==> config.mk <==
export PLATFORM = sky130hd
export DESIGN_NAME = brp_relay_io
export DESIGN_NICKNAME = d
export VERILOG_FILES = /design/src/rtl/brp_pkg.sv /design/src/rtl/brp_relay_io.sv
export SDC_FILE = /design/constraint.sdc
export NUM_CORES = 1
export LEC_CHECK = 0
export BUFFER_PORTS_ARGS = -buffer_cell sky130_fd_sc_hd__buf_2
export CORE_UTILIZATION = 31
export CTS_CLUSTER_DIAMETER = 200
export DETAILED_ROUTE_END_ITERATION = 8
export RECOVER_POWER = 50
export SLEW_MARGIN = 20
export SYNTH_ARGS = -nofsm -noshare
export SYNTH_HDL_FRONTEND = slang
export SYNTH_SLANG_ARGS = --single-unit
==> constraint.sdc <==
create_clock -name I_CLK_SYS -period 2.4 [get_ports I_CLK_SYS]
set_input_delay 0.24 -clock I_CLK_SYS [delete_from_list [all_inputs] [get_ports I_CLK_SYS]]
set_output_delay 0.24 -clock I_CLK_SYS [all_outputs]
set_load 0.005 [all_outputs]
==> src/rtl/brp_pkg.sv <==
package brp_pkg;
  // Register byte offsets on the APB port.
  localparam logic [7:0] ADDR_SRC      = 8'h00;
  localparam logic [7:0] ADDR_NETCMD   = 8'h04;
  localparam logic [7:0] ADDR_MODE     = 8'h08;
  localparam logic [7:0] ADDR_RELSEL   = 8'h0C;
  localparam logic [7:0] ADDR_STATUS   = 8'h10;

  // Programmable input functions, each with a two-bit source field at 2*index.
  localparam int NUM_FN      = 5;
  localparam int FN_START    = 0;
  localparam int FN_PERMIT   = 1;
  localparam int FN_ILOCK    = 2;
  localparam int FN_RESET    = 3;
  localparam int FN_ADV      = 4;
  localparam int SRC_W       = 2;

  typedef enum logic [1:0] {
    SRC_CONTACT = 2'h0,
    SRC_IGNORE  = 2'h1,
    SRC_NET     = 2'h2
  } brp_src_type;

  typedef enum logic [1:0] {
    CTL_OFF  = 2'h0,
    CTL_HAND = 2'h1,
    CTL_AUTO = 2'h2
  } brp_ctl_type;

  // Network command register fields.
  localparam int NET_RELAY_ON  = 8;
  localparam int NET_RELAY_OFF = 9;
  localparam int NET_RELAY_ST  = 16;

  // Mode register fields.
  localparam int MODE_LINE     = 0;
  localparam int MODE_DRV_AUTO = 1;
  localparam int MODE_CTL_LSB  = 4;

  // Status register fields.
  localparam int ST_CONTACT_LSB = 0;
  localparam int ST_RELAY_LSB   = 8;
  localparam int ST_FLAG_LSB    = 16;

  // Relay selection: one five-bit code per relay.
  localparam int NUM_RELAY = 5;
  localparam int SEL_W     = 5;

  // Reset values.
  localparam logic [9:0]  SRC_RST    = 10'h000;
  localparam logic [4:0]  NET_RST    = 5'h00;
  localparam logic [24:0] RELSEL_RST = 25'h000_0000;

  // Relay function codes; any other code leaves the relay off.
  localparam logic [4:0] RF_READY      = 5'h01;
  localparam logic [4:0] RF_RUNNING    = 5'h02;
  localparam logic [4:0] RF_STARTED    = 5'h03;
  localparam logic [4:0] RF_LINE_SEL   = 5'h04;
  localparam logic [4:0] RF_LINE_RUN   = 5'h05;
  localparam logic [4:0] RF_LINE_FLT   = 5'h06;
  localparam logic [4:0] RF_LINE_OK    = 5'h07;
  localparam logic [4:0] RF_LINE_WARN  = 5'h08;
  localparam logic [4:0] RF_DRV_FLT    = 5'h09;
  localparam logic [4:0] RF_DRV_OK     = 5'h0A;
  localparam logic [4:0] RF_DRV_WARN   = 5'h0B;
  localparam logic [4:0] RF_OVERRIDE   = 5'h0C;
  localparam logic [4:0] RF_LINE_HAND  = 5'h0D;
  localparam logic [4:0] RF_LINE_OFF   = 5'h0E;
  localparam logic [4:0] RF_LINE_AUTO  = 5'h0F;
  localparam logic [4:0] RF_NET_CTRL   = 5'h10;
  localparam logic [4:0] RF_ANY_WARN   = 5'h11;
  localparam logic [4:0] RF_LINE_FW    = 5'h12;

  // Timing.
  localparam longint CLK_PERIOD_NS  = 4;
  localparam longint FLASH_HALF_MS  = 250;
  localparam longint FLASH_HALF_CYC = FLASH_HALF_MS * 1000000 / CLK_PERIOD_NS;
  localparam longint LOCK_MIN       = 3;
  localparam longint LOCK_CYC       = LOCK_MIN * 60 * 1000000000 / CLK_PERIOD_NS;
  localparam int     FLASH_W        = 26;
  localparam int     LOCK_W         = 36;

  typedef struct packed {
    logic reverse;
    logic smoke;
    logic adv_ovr;
    logic fault_reset;
    logic interlock;
    logic permit;
    logic start;
  } brp_contact_type;

  typedef struct packed {
    logic power_ok;
    logic overload_trip;
    logic line_warn;
    logic line_fault;
    logic drive_running;
    logic drive_warn;
    logic drive_fault;
  } brp_cond_type;

  typedef struct packed {
    logic drive_contactor;
    logic line_contactor;
    logic started_relay;
    logic led_green;
    logic led_red;
  } brp_drive_type;
endpackage : brp_pkg

==> src/rtl/brp_relay_io.sv <==
// The register addresses and the APB register port were decided locally.
`timescale 1ns/10ps
// Functional notes
// - Inputs except smoke and reverse take contact, ignored or network source.
// - Ignored input does nothing for control but its contact is still reported.
// - Network source uses the network bit, contact still reported.
// - Start contact runs drive in drive auto, or line contactor in line auto.
// - Permissive open with start present flashes green and blocks running.
// - Open interlock lights red and drops both contactors and started relay.
// - Fault reset clears line fault; after overload it waits several minutes.
// - Second override contact selects advanced override; smoke selects fire mode.
// - Reverse contact selects reverse drive mode.
// - Function 1: interlocks closed and no fault in selected power mode.
// - Function 2: motor running from drive or line.
// - Function 3: start requested (start in auto, or line hand), interlocks closed, no system fault.
// - Function 4: line mode selected.
// - Function 5: motor running from line power.
// - Function 6 line fault or overload; function 7 its complement, off unpowered.
// - Function 8: line warning present.
// - Function 9 drive fault; function 10 healthy, drops on fault or power loss.
// - Function 11: drive warning present.
// - Function 12: smoke or advanced override selected.
// - Functions 13, 14, 15: line run in hand, line control off, line control auto.
// - Function 16 set by network ON, cleared by network OFF.
// - Function 17 any warning; function 18 line fault, overload or line warning.
// - Five programmable inputs, two fixed inputs, five programmable relays.
module brp_relay_io #(
  parameter logic [brp_pkg::FLASH_W-1:0] FLASH_CYC = brp_pkg::FLASH_W'(brp_pkg::FLASH_HALF_CYC),
  parameter logic [brp_pkg::LOCK_W-1:0]  LOCK_CYC  = brp_pkg::LOCK_W'(brp_pkg::LOCK_CYC)
) (
  // Clock, reset, enable.
  input  wire logic                    I_CLK_SYS,
  input  wire logic                    I_NRST,
  input  wire logic                    I_CE,
  // APB slave.
  input  wire logic                    I_PSEL,
  input  wire logic                    I_PENABLE,
  input  wire logic                    I_PWRITE,
  input  wire logic [7:0]              I_PADDR,
  input  wire logic [31:0]             I_PWDATA,
  output logic      [31:0]             O_PRDATA,
  output logic                         O_PREADY,
  output logic                         O_PSLVERR,
  // Contact inputs and plant conditions, asynchronous.
  input  wire brp_pkg::brp_contact_type I_CONTACT,
  input  wire brp_pkg::brp_cond_type    I_COND,
  // Contactor, relay and indicator drive.
  output brp_pkg::brp_drive_type        O_DRIVE,
  output logic                         O_DRIVE_START,
  output logic                         O_FIRE_MODE,
  output logic                         O_ADV_MODE,
  output logic                         O_REVERSE_MODE,
  output logic [brp_pkg::NUM_RELAY-1:0] O_RELAY
);

  typedef struct packed {
    brp_pkg::brp_contact_type         c_meta;
    brp_pkg::brp_contact_type         c_sync;
    brp_pkg::brp_cond_type            k_meta;
    brp_pkg::brp_cond_type            k_sync;
    logic [9:0]                       src;
    logic [4:0]                       net;
    logic                             comm_relay;
    logic                             line_mode;
    logic                             drive_auto;
    brp_pkg::brp_ctl_type             ctl;
    logic [24:0]                      relsel;
    logic                             line_flt;
    logic                             ovld;
    logic [brp_pkg::LOCK_W-1:0]       lock_cnt;
    logic [brp_pkg::FLASH_W-1:0]      flash_cnt;
    logic                             flash;
    logic                             reset_prev;
    logic [31:0]                      prdata;
    logic                             pslverr;
    brp_pkg::brp_drive_type           drv;
    logic                             drive_start;
    logic                             fire;
    logic                             adv;
    logic                             rev;
    logic                             running;
    logic [brp_pkg::NUM_RELAY-1:0]    relay;
  } brp_state_type;

  brp_state_type st;
  brp_state_type next_st;

  function automatic logic pick(input logic [1:0] sel, input logic contact, input logic net_bit,
                                input logic idle);
    logic r;
    r = idle;
    if (sel == brp_pkg::SRC_CONTACT) begin
      r = contact;
    end else if (sel == brp_pkg::SRC_NET) begin
      r = net_bit;
    end
    return r;
  endfunction : pick

  logic [brp_pkg::NUM_FN-1:0] raw_fn;
  logic [brp_pkg::NUM_FN-1:0] idle_fn;
  logic [brp_pkg::NUM_FN-1:0] eff;
  logic                       start_in;
  logic                       permit;
  logic                       ilock_ok;
  logic                       reset_in;
  logic                       start_req;
  logic                       line_run_req;
  logic                       drive_run_req;
  logic                       line_fault_any;
  logic                       sys_fault;
  logic                       line_running;
  logic [31:0]                rdata;
  logic                       mapped;
  logic [31:0]                fn_vec;
  logic                       setup;
  logic                       wr;

  always_comb begin
    raw_fn = {st.c_sync.adv_ovr, st.c_sync.fault_reset, st.c_sync.interlock, st.c_sync.permit,
              st.c_sync.start};
    // An ignored permissive or interlock must not block the motor, so it idles closed.
    idle_fn = 5'h06;
    for (int i = 0; i < brp_pkg::NUM_FN; i++) begin
      eff[i] = pick(st.src[brp_pkg::SRC_W*i +: brp_pkg::SRC_W], raw_fn[i], st.net[i], idle_fn[i]);
    end
    start_in = eff[brp_pkg::FN_START];
    permit   = eff[brp_pkg::FN_PERMIT];
    ilock_ok = eff[brp_pkg::FN_ILOCK];
    reset_in = eff[brp_pkg::FN_RESET];
  end

  always_comb begin
    line_fault_any = st.line_flt | st.ovld;
    sys_fault      = line_fault_any | st.k_sync.drive_fault;
    drive_run_req  = !st.line_mode && st.drive_auto && start_in;
    line_run_req   = st.line_mode && ((st.ctl == brp_pkg::CTL_HAND) ||
                                      ((st.ctl == brp_pkg::CTL_AUTO) && start_in));
    start_req      = drive_run_req | line_run_req;
    line_running   = st.drv.line_contactor;
  end

  always_comb begin
    fn_vec = 32'h0000_0000;
    fn_vec[brp_pkg::RF_READY]     = ilock_ok && (st.line_mode ? !line_fault_any
                                                              : !st.k_sync.drive_fault);
    fn_vec[brp_pkg::RF_RUNNING]   = st.running;
    fn_vec[brp_pkg::RF_STARTED]   = start_req && ilock_ok && !sys_fault;
    fn_vec[brp_pkg::RF_LINE_SEL]  = st.line_mode;
    fn_vec[brp_pkg::RF_LINE_RUN]  = line_running;
    fn_vec[brp_pkg::RF_LINE_FLT]  = line_fault_any;
    fn_vec[brp_pkg::RF_LINE_OK]   = st.k_sync.power_ok && !line_fault_any;
    fn_vec[brp_pkg::RF_LINE_WARN] = st.k_sync.line_warn;
    fn_vec[brp_pkg::RF_DRV_FLT]   = st.k_sync.drive_fault;
    fn_vec[brp_pkg::RF_DRV_OK]    = st.k_sync.power_ok && !st.k_sync.drive_fault;
    fn_vec[brp_pkg::RF_DRV_WARN]  = st.k_sync.drive_warn;
    fn_vec[brp_pkg::RF_OVERRIDE]  = st.fire | st.adv;
    fn_vec[brp_pkg::RF_LINE_HAND] = line_running && (st.ctl == brp_pkg::CTL_HAND);
    fn_vec[brp_pkg::RF_LINE_OFF]  = (st.ctl == brp_pkg::CTL_OFF);
    fn_vec[brp_pkg::RF_LINE_AUTO] = (st.ctl == brp_pkg::CTL_AUTO);
    fn_vec[brp_pkg::RF_NET_CTRL]  = st.comm_relay;
    fn_vec[brp_pkg::RF_ANY_WARN]  = st.k_sync.drive_warn | st.k_sync.line_warn;
    fn_vec[brp_pkg::RF_LINE_FW]   = line_fault_any | st.k_sync.line_warn;
  end

  always_comb begin
    mapped = 1'b1;
    rdata  = 32'h0000_0000;
    unique case (I_PADDR)
      brp_pkg::ADDR_SRC: begin
        rdata[9:0] = st.src;
      end
      brp_pkg::ADDR_NETCMD: begin
        rdata[4:0]                  = st.net;
        rdata[brp_pkg::NET_RELAY_ST] = st.comm_relay;
      end
      brp_pkg::ADDR_MODE: begin
        rdata[brp_pkg::MODE_LINE]                = st.line_mode;
        rdata[brp_pkg::MODE_DRV_AUTO]            = st.drive_auto;
        rdata[brp_pkg::MODE_CTL_LSB +: 2]        = st.ctl;
      end
      brp_pkg::ADDR_RELSEL: begin
        rdata[24:0] = st.relsel;
      end
      brp_pkg::ADDR_STATUS: begin
        // Contacts are reported whatever their source setting.
        rdata[brp_pkg::ST_CONTACT_LSB +: 7] = st.c_sync;
        rdata[brp_pkg::ST_RELAY_LSB +: 5]   = st.relay;
        rdata[brp_pkg::ST_FLAG_LSB +: 8]    = {st.rev, st.adv, st.fire, st.running,
                                               (st.lock_cnt != '0), st.ovld, st.line_flt, st.flash};
      end
      default: begin
        mapped = 1'b0;
      end
    endcase
  end

  always_comb begin
    setup   = I_PSEL && !I_PENABLE && I_CE;
    wr      = I_PSEL && I_PENABLE && I_PWRITE && I_CE && !st.pslverr;
    next_st = st;
    next_st.c_meta = I_CONTACT;
    next_st.c_sync = st.c_meta;
    next_st.k_meta = I_COND;
    next_st.k_sync = st.k_meta;

    // Read data and the error answer are prepared in the setup cycle.
    if (setup) begin
      next_st.prdata  = (mapped && !I_PWRITE) ? rdata : 32'h0000_0000;
      next_st.pslverr = !mapped || (I_PWRITE && (I_PADDR == brp_pkg::ADDR_STATUS));
    end
    if (wr) begin
      unique case (I_PADDR)
        brp_pkg::ADDR_SRC: begin
          next_st.src = I_PWDATA[9:0];
        end
        brp_pkg::ADDR_NETCMD: begin
          next_st.net = I_PWDATA[4:0];
          if (I_PWDATA[brp_pkg::NET_RELAY_OFF]) begin
            next_st.comm_relay = 1'b0;
          end
          if (I_PWDATA[brp_pkg::NET_RELAY_ON]) begin
            next_st.comm_relay = 1'b1;
          end
        end
        brp_pkg::ADDR_MODE: begin
          next_st.line_mode  = I_PWDATA[brp_pkg::MODE_LINE];
          next_st.drive_auto = I_PWDATA[brp_pkg::MODE_DRV_AUTO];
          next_st.ctl        = brp_pkg::brp_ctl_type'(I_PWDATA[brp_pkg::MODE_CTL_LSB +: 2]);
        end
        brp_pkg::ADDR_RELSEL: begin
          next_st.relsel = I_PWDATA[24:0];
        end
        default: begin
        end
      endcase
    end

    // Overload lockout: reset stays refused until the lockout timer has run out.
    next_st.reset_prev = reset_in;
    if (st.lock_cnt != '0) begin
      next_st.lock_cnt = st.lock_cnt - 1'b1;
    end
    if (reset_in && !st.reset_prev && (st.lock_cnt == '0)) begin
      next_st.line_flt = 1'b0;
      next_st.ovld     = 1'b0;
    end
    // A fault arriving with the reset edge wins over the clear.
    if (st.k_sync.line_fault) begin
      next_st.line_flt = 1'b1;
    end
    if (st.k_sync.overload_trip) begin
      next_st.ovld     = 1'b1;
      next_st.lock_cnt = LOCK_CYC;
    end

    // Flash timebase for the enabled indicator.
    if (st.flash_cnt == '0) begin
      next_st.flash_cnt = FLASH_CYC - 1'b1;
      next_st.flash     = !st.flash;
    end else begin
      next_st.flash_cnt = st.flash_cnt - 1'b1;
    end

    next_st.drive_start = drive_run_req && ilock_ok && permit && !st.k_sync.drive_fault;
    next_st.drv.drive_contactor = !st.line_mode && ilock_ok;
    next_st.drv.line_contactor  = line_run_req && ilock_ok && permit && !line_fault_any;
    next_st.drv.started_relay   = start_req && ilock_ok && !sys_fault;
    next_st.drv.led_red         = !ilock_ok;
    if (!ilock_ok) begin
      next_st.drv.led_green = 1'b0;
    end else if (start_req && !permit) begin
      next_st.drv.led_green = st.flash;
    end else begin
      next_st.drv.led_green = 1'b1;
    end
    next_st.running = st.drv.line_contactor ||
                      (st.drv.drive_contactor && st.k_sync.drive_running);

    next_st.adv  = eff[brp_pkg::FN_ADV];
    next_st.fire = st.c_sync.smoke;
    next_st.rev  = st.c_sync.reverse;

    // Codes outside 1 to 18 index zero bits of the function vector.
    for (int r = 0; r < brp_pkg::NUM_RELAY; r++) begin
      next_st.relay[r] = fn_vec[st.relsel[brp_pkg::SEL_W*r +: brp_pkg::SEL_W]];
    end
  end

  always_ff @(posedge I_CLK_SYS or negedge I_NRST) begin
    if (!I_NRST) begin
      st        <= '0;
      st.src    <= brp_pkg::SRC_RST;
      st.net    <= brp_pkg::NET_RST;
      st.relsel <= brp_pkg::RELSEL_RST;
      st.ctl    <= brp_pkg::CTL_OFF;
    end else if (I_CE) begin
      st <= next_st;
    end
  end

  assign O_PRDATA       = st.prdata;
  assign O_PREADY       = I_PSEL && I_PENABLE && I_CE;
  assign O_PSLVERR      = I_PSEL && I_PENABLE && st.pslverr;
  assign O_DRIVE        = st.drv;
  assign O_DRIVE_START  = st.drive_start;
  assign O_FIRE_MODE    = st.fire;
  assign O_ADV_MODE     = st.adv;
  assign O_REVERSE_MODE = st.rev;
  assign O_RELAY        = st.relay;

endmodule : brp_relay_io

==> flow_summary.toml <==
[timing]
setup_viol = 2
worst_clock_skew_ns = 0.0141
whs_ns = 0.0174
relSlewSlack = 0.0272
fin_crit_sh = 1.01
post-route-min-period_ns = 2.44
worst_slack_ns = -0.0357
max_freq_mhz = 411
rsz0062_at_grt = "yes"
slew_viol_final = 0
final_hold_viol_count = 0
worst_pin_slew_ns = 1.46

[final_layout]
fill_cells = 2974
final_cell_count_no_fill = 1417
diodes = 0
fin_area_um2 = 11200
regArea_um2 = 4500
area_growth_pct = 20.4
nets = 1077
multiInputGateArea_um2 = 4440
drive_gt1_frac = 0.317

[detailed_routing]
met1_length_mm = 12.0
antenna_left = 0
finalWirelength_mm = 24.5
wl_met2_mm = 11.1
dr.pass1.iters = 5
met3WireLength_um = 988
wl_per_cell_um = 17.3
top_layer = "met4"
drc = 0
drt_iter0_markers = 551
vias = 7309
viasPerCell = 5.16

[yosys]
synthAdderAreaFrac = 0.00402
synthXorXnorAreaFrac = 0.0450
syn_avg_cell_area_um2 = 10.5
ys_ff_latch = 180
synth-simple-area-share = 0.168
asyncSetResetFlopFracSynth = 1.00
yosysUniqueCellTypes = 69
synth_edf_count = 0
synth-main-ff-cell = "dfrtp_1"
yosysTopAreaCellShare = 0.482
synth_area_leaders = "dfrtp_1, mux2_2, buf_4"
synth.area.mux_share = 0.118
ys_seq_area_frac = 0.482
synth-compound-area-share = 0.122
synth_top_family_by_area = "simple AND/OR/NAND/NOR gates"
yosys_warnings = 0
synth_top_cell_by_area = "dfrtp_1"
syn_area_um2 = 9350
syn_inst = 892

[run_status]
violations = "setup timing"
outcome = "complete, but fails checks"

[setup_path]
cp-end-kind = "flip-flop"
r2r_setup_slack_ns = -0.04
crit_slowest_cell = "or4_4"
crit_buf_inv = 0
critPathArrivalTime_ns = 2.81
path_common_cell = "or4_4"
crit_required_ns = 2.77
cpLargestDelayFamily = "simple AND/OR/NAND/NOR gates"
path_max_fanout = 3
cp_cell_sequence = "or4_4 -> or4_4 -> or4_4 -> or3_1 -> a21oi_2"
cpPeakStageDelay_ns = 0.56
path_class = "flip-flop to flip-flop"
startpoint_type = "flip-flop"

[placed_design]
hpwlAfterDp_mm = 17.4
place_area_um2 = 10500
gp_congestion = 0.830
place_inst = 1380
place_ws_ns = -0.0526
portBuffers = 93

[global_routing]
grt_pass1_wl_mm = 39.7
grt_overflow = 0
grtUsageTotal = 0.165
grt_max_degree = 66
antenna_found_initial = 0
grt_pass1_vias = 7212

[power_and_ir_drop]
p_per_area_nw_per_um2 = 714
power_mw = 8.03
peakVddDrop_v = 0.000469
p_leak_nw = 4.94

[floorplan]
die_area_um2 = 30800
boundaryPins = 108
start_util = 0.315
core_um2 = 29600
dieWidth_um = 176
die_h_um = 176
rows = 63

[cts]
h-tree-depth = 4
cts_tree = "built"
clock_latency_ns = 0.45
clock-root-buffer = "clkbuf_16"
clock_path_buffers = 2
clk_pin_slew_ns = 0.08
cts_made_buffers = 17
clock_sinks = 180

[hold_path]
hp-class = "input pin to flip-flop"

[run]
max_cap_violations = 0
Yosys cell counts, types with 4 or more instances:
master     count
a31oi_1        5
a21oi_1       18
or4_1          9
nand3b_1       7
o22ai_1        5
a22o_1         7
mux2i_1        8
a2111oi_0      5
dfrtp_1      180
nor2_1        67
mux4_2         5
o21ai_0       33
xor2_1        14
a211oi_1      11
a222oi_1      12
buf_1          4
o211ai_1       4
o32a_1         4
o2111ai_1      7
xnor2_1       34
a221oi_1       4
nand3_1       28
mux2_2        81
or3_1         10
nand4b_1       5
buf_4         42
nor3_1        32
nand4_1        4
nor4b_1        4
inv_1         27
nor3b_1        8
clkbuf_1      36
o21ai_1        5
nand2_1       73
or2_1          4
nor2b_1       12
nor4_1        15
a211o_1        5
and2_1         4
o31ai_1        6
flip-flops by register name (all words and copies together), names as in the netlist:
signal	flops
next_st	16
O_RELAY	5
fn_vec	6
O_DRIVE	4
O_ADV_MODE	1
st	114
line_running	1
O_PRDATA	25
O_DRIVE_START	1
raw_fn	5
O_FIRE_MODE	1
O_REVERSE_MODE	1
worst paths after layout:
path | end | cells past startpoint | startpoint
hold reg to reg | st[52] | 1 | st[52]
min in group asynchronous | O_PRDATA[14] | 2 | I_NRST
setup reg to reg | st[108] | 5 | st[87]
max in group asynchronous | next_st[173] | 3 | I_NRST
setup / recovery | st[108] | 5 | st[87]
hold / removal | next_st[179] | 2 | I_CONTACT[6]
metal layers:
metal  GRT usage  vias to the layer above
li1            -                     3467
met1       0.238                     3630
met2       0.246                      177
met3      0.0290                       35
met4      0.0562                        0
met5           0                        -
cell families after synthesis:
family,after synthesis
buf+inv,109
xor+xnor,48
flops,180
simple gates,303
other cells,1
compound gates,154
mux,94
fa+ha+maj,3
report_power, final:
part / internal [mW] / total [mW] / switching (mW)
Combinational: 0.767 / 1.50 / 0.735
Sequential: 3.36 / 3.67 / 0.311
Clock: 1.51 / 2.86 / 1.35
repair_timing:
item | CTS | global route
endpoints found under the setup margin | 6 | 33
hold buffers | 1 | 0
pin swaps | 2 | 6
resized for setup | 0 | 21
buffers inserted | 0 | 4
endpoints found under the hold margin | 31 | 0
stage by stage:
stage,setup TNS (ns),util
final,-0.0528,0.380
after global routing,-0.845,0.380
after CTS,0,0.376
after detailed placement,-0.153,0.356
after global placement,-0.0432,0.356
after floorplan,-0.0418,-
area by class of cell:
cell class	count	area share
inverters	27	0.00901
clock inverters	14	0.0139
multi-input cells	609	0.394
flip-flops and latches	180	0.400
well taps	390	0.0434
clock buffers	18	0.0390
repair buffers	179	0.0999
layout by cell type (no fill, tap or decap), types with 6 or more instances in the layout:
cell,instances
mux2i_1,8
a222oi_1,12
nor2_1,67
o21ai_0,33
nor2b_1,12
nand3_1,27
nor3_1,31
clkbuf_16,17
xnor2_1,34
o2111ai_1,7
nor3b_1,6
dfrtp_1,180
a22o_1,7
conb_1,7
or3_1,9
or4_1,6
buf_4,79
mux2_2,80
xor2_1,14
nand3b_1,7
a211oi_1,11
inv_1,25
or4_4,6
nand2_1,73
buf_2,92
nor4_1,11
a21oi_1,17
No activity file was read; power rests on OpenSTA's default activity.
